$ cat config.mk
export PLATFORM = sky130hd
export DESIGN_NAME = msx_exec
export DESIGN_NICKNAME = d
export VERILOG_FILES = /design/src/rtl/msx_pkg.sv /design/src/rtl/msx_exec.sv
export SDC_FILE = /design/constraint.sdc
export NUM_CORES = 1
export LEC_CHECK = 0
export BUFFER_PORTS_ARGS = -buffer_cell sky130_fd_sc_hd__buf_4
export CAP_MARGIN = 30
export CORE_ASPECT_RATIO = 1.25
export CORE_UTILIZATION = 57
export CTS_BUF_LIST = sky130_fd_sc_hd__clkbuf_4 sky130_fd_sc_hd__clkbuf_8 sky130_fd_sc_hd__clkbuf_16
export CTS_CLUSTER_SIZE = 14
export DETAILED_ROUTE_END_ITERATION = 10
export HOLD_SLACK_MARGIN = 0.1
export PLACE_DENSITY = 0.87
export SYNTH_ARGS = -nofsm -noshare
export SYNTH_HDL_FRONTEND = slang
export SYNTH_SLANG_ARGS = --single-unit
export TNS_END_PERCENT = 20
$ cat constraint.sdc
create_clock -name clk -period 9.45 [get_ports clk]
set_input_delay 1.4175 -clock clk [delete_from_list [all_inputs] [get_ports clk]]
set_output_delay 1.4175 -clock clk [all_outputs]
set_load 0.02 [all_outputs]
$ cat src/rtl/msx_pkg.sv
// Package for the move and shift instruction execution unit
package msx_pkg;

    localparam int FILE_ADDR_W  = 7;
    localparam int PTR_W        = 16;
    localparam int BANK_W       = 5;
    localparam int PAGE_W       = 7;
    localparam int OFFSET_W     = 6;
    localparam int NUM_PTR      = 2;

    localparam logic [7:0]       ACC_RESET   = 8'h00;
    localparam logic [BANK_W-1:0] BANK_RESET = 5'h00;
    localparam logic [PAGE_W-1:0] PAGE_RESET = 7'h00;
    localparam logic [PTR_W-1:0] PTR_RESET   = 16'h0000;

    // Pointer update modes
    localparam logic [1:0] PTR_PRE_INC  = 2'h0;
    localparam logic [1:0] PTR_PRE_DEC  = 2'h1;
    localparam logic [1:0] PTR_POST_INC = 2'h2;
    localparam logic [1:0] PTR_POST_DEC = 2'h3;

    typedef enum logic [6:0] {
        OP_NONE          = 7'h01,
        OP_SHIFT_RIGHT   = 7'h02,
        OP_FILE_MOVE     = 7'h04,
        OP_INDIRECT_READ = 7'h08,
        OP_BANK_LITERAL  = 7'h10,
        OP_PAGE_LITERAL  = 7'h20,
        OP_ACC_LITERAL   = 7'h40
    } msx_op_type;

    typedef struct packed {
        msx_op_type             op;
        logic                   destSelect;
        logic [FILE_ADDR_W-1:0] fileAddr;
        logic                   ptrSelect;
        logic                   relativeForm;
        logic [1:0]             pointerUpdateSelect;
        logic [OFFSET_W-1:0]    offset;
        logic [7:0]             literal;
    } msx_instr_type;

    typedef struct packed {
        logic                   writeEn;
        logic                   indirect;
        logic [FILE_ADDR_W-1:0] fileAddr;
        logic [PTR_W-1:0]       indirectAddr;
        logic [7:0]             data;
    } msx_write_type;

endpackage

$ cat src/rtl/msx_exec.sv
// Execution unit for shift, file move, indirect read and literal moves
// Function
// - Right shift: bits 7:1 to 6:0, bit 0 to borrow flag, bit 7 zero.
// - Shift result goes to accumulator when dest is 0, file register when 1.
// - File move with dest 0 copies register to accumulator, updates null flag.
// - File move with dest 1 writes value back, updating null flag.
// - Indirect read loads accumulator from pointer-addressed location, updates null flag.
// - Mode 00 pre-inc, 01 pre-dec, 10 post-inc, 11 post-dec; address matches.
// - Relative form uses pointer plus signed offset -32..31; pointer unchanged.
// - Indirect port has no storage; access goes to address in pointer.
// - Pointers are 16 bits and wrap at both ends without fault.
// - Bank literal loads 5-bit value into bank select; flags unchanged.
// - Page literal loads 7-bit value into page latch; flags unchanged.
// - Accumulator literal loads 8-bit value in one cycle; flags unchanged.
module msx_exec (
    input  wire logic                               clk,
    input  wire logic                               reset,
    input  wire logic                               instrValid,
    input  wire msx_pkg::msx_instr_type             instr,
    output logic [msx_pkg::FILE_ADDR_W-1:0]         fileReadAddr,
    input  wire logic [7:0]                         fileReadData,
    output logic [msx_pkg::PTR_W-1:0]               indirectReadAddr,
    input  wire logic [7:0]                         indirectReadData,
    output msx_pkg::msx_write_type                  memWrite,
    output logic [7:0]                              accumulator,
    output logic [msx_pkg::BANK_W-1:0]              bankSelect,
    output logic [msx_pkg::PAGE_W-1:0]              programCounterHighLatch,
    output logic [msx_pkg::PTR_W-1:0]               indirectPointer0,
    output logic [msx_pkg::PTR_W-1:0]               indirectPointer1,
    output logic                                    borrowOutFlag,
    output logic                                    nullResultFlag
);

    localparam int PW = msx_pkg::PTR_W;

    logic [7:0]                     acc_q;
    logic [msx_pkg::BANK_W-1:0]     bank_q;
    logic [msx_pkg::PAGE_W-1:0]     page_q;
    logic [PW-1:0]                  ptr_q [msx_pkg::NUM_PTR];
    logic [PW-1:0]                  ptrNext [msx_pkg::NUM_PTR];
    logic                           carry_q;
    logic                           zero_q;
    msx_pkg::msx_write_type         write_q;
    msx_pkg::msx_write_type         write_d;

    wire isShift    = instrValid && (instr.op == msx_pkg::OP_SHIFT_RIGHT);
    wire isMove     = instrValid && (instr.op == msx_pkg::OP_FILE_MOVE);
    wire isIndirect = instrValid && (instr.op == msx_pkg::OP_INDIRECT_READ);
    wire isBank     = instrValid && (instr.op == msx_pkg::OP_BANK_LITERAL);
    wire isPage     = instrValid && (instr.op == msx_pkg::OP_PAGE_LITERAL);
    wire isAccLit   = instrValid && (instr.op == msx_pkg::OP_ACC_LITERAL);

    // Right shift with zero into the top bit
    wire [7:0] shiftResult = {1'b0, fileReadData[7:1]};

    // Pointer arithmetic, wrapping naturally in 16 bits
    wire [PW-1:0] selPtr    = ptr_q[instr.ptrSelect];
    wire [PW-1:0] ptrInc    = selPtr + 16'h0001;
    wire [PW-1:0] ptrDec    = selPtr - 16'h0001;
    wire [PW-1:0] offsetExt = {{(PW-msx_pkg::OFFSET_W){instr.offset[msx_pkg::OFFSET_W-1]}},
                               instr.offset};
    wire [PW-1:0] relAddr   = selPtr + offsetExt;

    wire isPreInc  = instr.pointerUpdateSelect == msx_pkg::PTR_PRE_INC;
    wire isPreDec  = instr.pointerUpdateSelect == msx_pkg::PTR_PRE_DEC;
    wire isPostInc = instr.pointerUpdateSelect == msx_pkg::PTR_POST_INC;

    // Pre modes access the updated address, post modes the original one
    wire [PW-1:0] modeAddr = isPreInc ? ptrInc :
                             isPreDec ? ptrDec : selPtr;
    wire [PW-1:0] effAddr  = instr.relativeForm ? relAddr : modeAddr;
    wire [PW-1:0] updPtr   = (isPreInc || isPostInc) ? ptrInc : ptrDec;

    // Value whose zero test drives the null flag
    wire [7:0] flagValue = isShift ? shiftResult :
                           isMove  ? fileReadData : indirectReadData;
    wire       flagUpdate = isShift || isMove || isIndirect;
    wire       accLoad    = ((isShift || isMove) && !instr.destSelect)
                            || isIndirect || isAccLit;
    wire [7:0] accValue   = isAccLit ? instr.literal : flagValue;

    assign fileReadAddr     = instr.fileAddr;
    assign indirectReadAddr = effAddr;

    always_comb
    begin
        write_d              = '0;
        write_d.fileAddr     = instr.fileAddr;
        write_d.writeEn      = (isShift || isMove) && instr.destSelect;
        write_d.data         = isShift ? shiftResult : fileReadData;
    end

    generate
        for (genvar i = 0; i < msx_pkg::NUM_PTR; i++)
        begin : g_ptr
            wire ptrHit = isIndirect && !instr.relativeForm && (instr.ptrSelect == i);
            assign ptrNext[i] = ptrHit ? updPtr : ptr_q[i];

            always_ff @(posedge clk or posedge reset)
            begin
                if (reset)
                    ptr_q[i] <= msx_pkg::PTR_RESET;
                else
                    ptr_q[i] <= ptrNext[i];
            end
        end
    endgenerate

    always_ff @(posedge clk or posedge reset)
    begin
        if (reset)
        begin
            acc_q   <= msx_pkg::ACC_RESET;
            bank_q  <= msx_pkg::BANK_RESET;
            page_q  <= msx_pkg::PAGE_RESET;
            carry_q <= 1'b0;
            zero_q  <= 1'b0;
            write_q <= '0;
        end
        else
        begin
            if (accLoad)
                acc_q <= accValue;
            if (isBank)
                bank_q <= instr.literal[msx_pkg::BANK_W-1:0];
            if (isPage)
                page_q <= instr.literal[msx_pkg::PAGE_W-1:0];
            if (isShift)
                carry_q <= fileReadData[0];
            if (flagUpdate)
                zero_q <= (flagValue == 8'h00);
            write_q <= write_d;
        end
    end

    assign accumulator             = acc_q;
    assign bankSelect              = bank_q;
    assign programCounterHighLatch = page_q;
    assign indirectPointer0        = ptr_q[0];
    assign indirectPointer1        = ptr_q[1];
    assign borrowOutFlag           = carry_q;
    assign nullResultFlag          = zero_q;
    assign memWrite                = write_q;

endmodule // msx_exec

## Word level (Yosys, flattened, before mapping)

Index checks and enable logic that the tools add are counted.

- $mul: 0
- Eq/ne operators: 8
- Magnitude comparators: 1
- Muxes and demuxes: 11
- Reduce and logical (&&, ||, !) cells: 20
- Shift-type cells: 0
- Div/mod/pow operators: 0
- Add/subtract/negate cells: 3
- Bitwise logic cells: 2

Operator list:

| kind | number |
|---|---|
| 16-bit two-way mux | 7 |
| 8-bit two-way mux | 4 |
| 16-bit by 1-bit adder with 16-bit output (second input constant) | 1 |
| 16-bit adder | 1 |
| 16-bit by 1-bit subtractor with 16-bit output (second input constant) | 1 |
| 1-bit logical AND | 11 |
| 8-bit logical NOT | 1 |
| 7-bit by 2-bit == test with 1-bit output (second input constant) | 1 |
| 7-bit by 3-bit == test with 1-bit output (second input constant) | 1 |
| 7-bit by 4-bit == test with 1-bit output (second input constant) | 1 |
| 7-bit by 5-bit == test with 1-bit output (second input constant) | 1 |
| 7-bit by 6-bit == test with 1-bit output (second input constant) | 1 |
| 7-bit == test (second input constant) | 1 |
| 1-bit logical OR | 5 |
| 2-bit by 1-bit == test with 1-bit output (second input constant) | 1 |
| 2-bit == test (second input constant) | 1 |
| 2-bit greater-or-equal comparator (second input constant) | 1 |
| 1-bit logical NOT | 2 |
| 2-bit logical NOT | 1 |
| 1-bit inverter with 2-bit output | 1 |
| 1-bit inverter | 1 |

- Bits in read-only memories: 0
- Logic and storage cells: 55
- Memories: 0
- Bits in writable memories: 0
- Bits in latches: 0
- Bits in registers: 70

## Longest topological paths before layout

- Depth in word-level cells: 8
- Depth in mapped cells: 12
- Mapped depth without buffers: 10

## Worst setup path before layout

No wires, ideal clock.

- Path type: input port to output port
- Start point: input instr[17] in the netlist's numbering
- End point: output indirectReadAddr[15] in the netlist's numbering
- Arrival time: 3966 ps
- Stages on the path: 11
- Required time: 8033 ps
- Path slack: 4066 ps
- Cells stage by stage: buf_2 clkbuf_8 mux2i_1 inv_1 ha_1 a21oi_1 o211ai_1 a41oi_1 a22o_1 nand2_1 a311oi_1

- Longest elaborated chain between the ends: 8
- Elaborated cells on any way between the ends: 10
- Classes of those cells: add/sub (3); mux (6); bitwise (1)

Ends and longest elaborated chain:

| element | RTL line | source |
|---|---|---|
| start: declaration | msx_exec.sv:19 | `input wire msx_pkg::msx_instr_type instr,` |
| 1-bit inverter with 2-bit output (implied by the code) * | msx_exec.sv:57 | `wire [PW-1:0] selPtr = ptr_q[instr.ptrSelect];` |
| 16-bit two-way mux (implied by the code) * (3 in series) | msx_exec.sv:57 |  |
| 16-bit by 1-bit subtractor with 16-bit output | msx_exec.sv:59 | `wire [PW-1:0] ptrDec = selPtr - 16'h0001;` |
| 16-bit two-way mux | msx_exec.sv:70 | `isPreDec ? ptrDec : selPtr;` |
| 16-bit two-way mux | msx_exec.sv:69 | `wire [PW-1:0] modeAddr = isPreInc ? ptrInc :` |
| 16-bit two-way mux * | msx_exec.sv:71 | `wire [PW-1:0] effAddr = instr.relativeForm ? relAddr : modeAddr;` |
| end: declaration | msx_exec.sv:22 | `output logic [msx_pkg::PTR_W-1:0] indirectReadAddr,` |

Mark *: on every way between the ends. The rest lies on a longest branch, timed or not. The select of a mux whose other input is x is not followed.

## Final worst setup path

Same ends and word-level chain as after synthesis.

==> impl_metrics.csv <==
group,metric,value,unit
outcome,outcome,"complete, no violations",
setup_path,cp-end-kind,"output pin",
power_and_ir_drop,power_density,131,nW/um^2
power_and_ir_drop,p_leak,0.00321,uW
setup_path,endpoint,"indirectReadAddr[15]",
floorplan,io_pins,162,
cts,cts_tree,"built",
layout,n_fill_cell,635,
grt,grt_pass1_vias,4665,
timing,max_freq,169,MHz
setup_path,crit_arrival,4.49,ns
grt,grt.total_usage,31.5,%
timing,clock-skew-final,0.00608,ns
floorplan,dieArea,9660,um^2
timing,setup_viol,0,
synthesis,syn_inst,554,
setup_path,cp_slowest_stage_delay,0.54,ns
floorplan,start_util,59.8,%
timing,tightestPinTransition,0.932,ns
synthesis,yosysWarnings,0,
layout,fin_util,73.8,%
cts,clock_latency,0.35,ns
grt,grt_max_degree,71,
timing,min_period,5.91,ns
setup_path,cp-start-kind,"primary input",
cts,cts_buffers,9,
place,port_buffers,144,
synthesis,synth_area,5290,um^2
synthesis,synth_cell_types,86,
detailed_routing,drt_iter0_markers,477,
setup_path,path_cells,"buf_4, mux2i_1, inv_1, ha_1, a21oi_1, o21ai_0, a41oi_1, a22o_1, nand2_1, a311oi_1, buf_4",
detailed_routing,firstDrtPassIters,5,
place,globalplace.congestion,0.891,
setup_path,crit_start,"instr[17]",
floorplan,die_x,88.1,um
cts,cts-root-buf,"clkbuf_8",
detailed_routing,vias,4810,
timing,final_max_slew_viol_count,0,
timing,rsz0062_at_grt,"false",
place,dp_hpwl,11.1,mm
setup_path,required,8.03,ns
setup_path,cp_slowest_cell,"mux2i_1",
cts,ctsResizeCount,0,
setup_path,crit_family,"compound AO/OA/AOI/OAI gates",
timing,finalHoldViolCount,0,
setup_path,reg2reg_slack,6.94,ns
grt,grt_overflow,0,
setup_path,crit_cells,11,
setup_path,path_max_fanout,39,
place,place_ws,3.54,ns
power_and_ir_drop,ir_worst_vdd,0.132,mV
timing,setup_tns,0,ns
cts,postCtsSetupRepairBufs,0,
layout,diodes,0,
setup_path,path_class,"in2out",
min_path,min-delay-start,"bankSelect[0]",
cts,cts_htree_levels,3,
grt,antenna_found_initial,0,
layout,finalNetCount,750,
min_path,hold_class,"reg2reg",
detailed_routing,drc,0,
synthesis,synth_seq_cells,70,
cts,cts_max_path_buffers,2,
setup_path,path_buf_inv,3,
layout,drive_gt1_share,33.4,%
detailed_routing,routedWlPerCell,18.4,um
timing,fin_crit_sh,62.5,%
layout,final_common_cell,"buf_4",
setup_path,r2r-end,"indirectPointer1[12]",
run,cap_violations,0,
timing,slew_headroom,37.7,%
cts,cts_sinks,70,
grt,grt_pass1_wl,23.1,mm
floorplan,die_h,110,um
cts,cts_hold_buf,0,
detailed_routing,ant_nets,0,
synthesis,async_flop_share,100,%
setup_path,ff2ff_path_depth,7,
layout,final_cell_mix,"buf_4 (147), dfrtp_1 (70), nand2_1 (57)",
layout,synthToLayoutAreaGrowth,23.6,%
detailed_routing,vias_per_cell,5.98,
synthesis,ys.flop_type,"dfrtp_1",
floorplan,rows,38,
floorplan,core,8840,um^2
synthesis,yosysSeqAreaShare,33.1,%
timing,setup_slack,3.54,ns
detailed_routing,wirelength,14.8,mm
synthesis,synth_edf_count,0,
setup_path,r2r-start,"indirectPointer1[0]",
setup_path,crit_top_cell,"buf_4",
synthesis,avgSynthCellArea,9.54,um^2
cts,clkTransAtPathRegs,0.07,ns
-- Yosys cell counts, drive strengths merged, types with 4 or more instances --
| library cell | instances | area share, % |
|---|---|---|
| nand2 | 57 | 4.0 |
| inv | 18 | 1.3 |
| nor4b | 4 | 1.3 |
| nor3 | 12 | 1.4 |
| a221o | 9 | 1.7 |
| a21o | 4 | 0.57 |
| nor4 | 9 | 1.1 |
| nand3 | 17 | 1.6 |
| buf | 35 | 4.8 |
| nand4 | 5 | 0.95 |
| a211oi | 6 | 0.95 |
| dfrtp | 70 | 33 |
| nand2b | 4 | 0.47 |
| xor2 | 8 | 1.3 |
| nor2 | 32 | 2.3 |
| o21ai | 25 | 2.4 |
| xnor2 | 31 | 5.1 |
| clkbuf | 13 | 1.3 |
| mux2 | 38 | 8.2 |
| o211ai | 6 | 0.85 |
| o22ai | 6 | 0.71 |
| and2 | 5 | 0.59 |
| mux2i | 24 | 4.8 |
| a21oi | 28 | 2.7 |
| ha | 17 | 4.0 |
| nand3b | 4 | 0.57 |
-- how the worst min path moves through the flow --
| stage | depth (start not counted) | to | slack, ns |
|---|---|---|---|
| global placement | 2 | borrowOutFlag | 0.47 |
| finish | 1 | bankSelect[0] | 0.51 |
| detailed placement | 2 | borrowOutFlag | 0.50 |
| global route | 1 | bankSelect[0] | 0.53 |
| CTS | 1 | bankSelect[0] | 0.52 |
| floorplan | 2 | borrowOutFlag | 0.58 |
-- metal layers --
metal | track usage [%] | wire [um]
met1 | 37.3 | 5590
met4 | 16.5 | 652
met2 | 52.4 | 7440
met3 | 8.03 | 1120
met5 | 0 | 0
-- flip-flops by register name, indices dropped and copies added (netlist names) --
name and flops:
accumulator 8, bankSelect 5, indirectPointer1 16, nullResultFlag 1
borrowOutFlag 1, indirectPointer0 16, programCounterHighLatch 7, memWrite 16
-- where the power goes --
group / total [uW] / internal (uW) / switching (uW)
Clock: 304 / 190 / 114
Sequential: 332 / 317 / 15.0
Combinational: 222 / 93.6 / 128
-- final cells by class --
type                       instances  area (um^2)  area share, %
sequential                        70         1750           26.8
tap                              120          150           2.30
clock buffer                      11          151           2.32
timing repair buffer             147         1100           16.9
clock inverter                     5          104           1.59
multi-input combinational        432         3180           48.7
inverter                          20         88.8           1.36
-- per-stage QoR --
| stage | total power (uW) | hold slack, ns | cell area, um^2 | instances |
|---|---|---|---|---|
| after CTS | 863 | 0.516 | 6530 | 805 |
| after detailed placement | 556 | 0.496 | 6270 | 789 |
| final | 858 | 0.513 | 6530 | 805 |
| after global placement | 551 | 0.466 | 6270 | 788 |
| after floorplan | 477 | 0.581 | 5350 | 570 |
| after global routing | 895 | 0.525 | 6530 | 805 |
-- cells by family (layout without fill, tap and decap cells) --
logic type      Yosys count  in the layout  share of synthesized area [%]
compound gates          126            126                           17.5
xor+xnor                 39             39                           6.46
fa+ha+maj                18             18                           4.40
buf+inv                  68            183                           7.81
flops                    70             70                           33.1
mux                      62             62                           13.1
other cells               1             17                         0.0710
simple gates            170            170                           17.5
(Power assumes the default switching activity.)
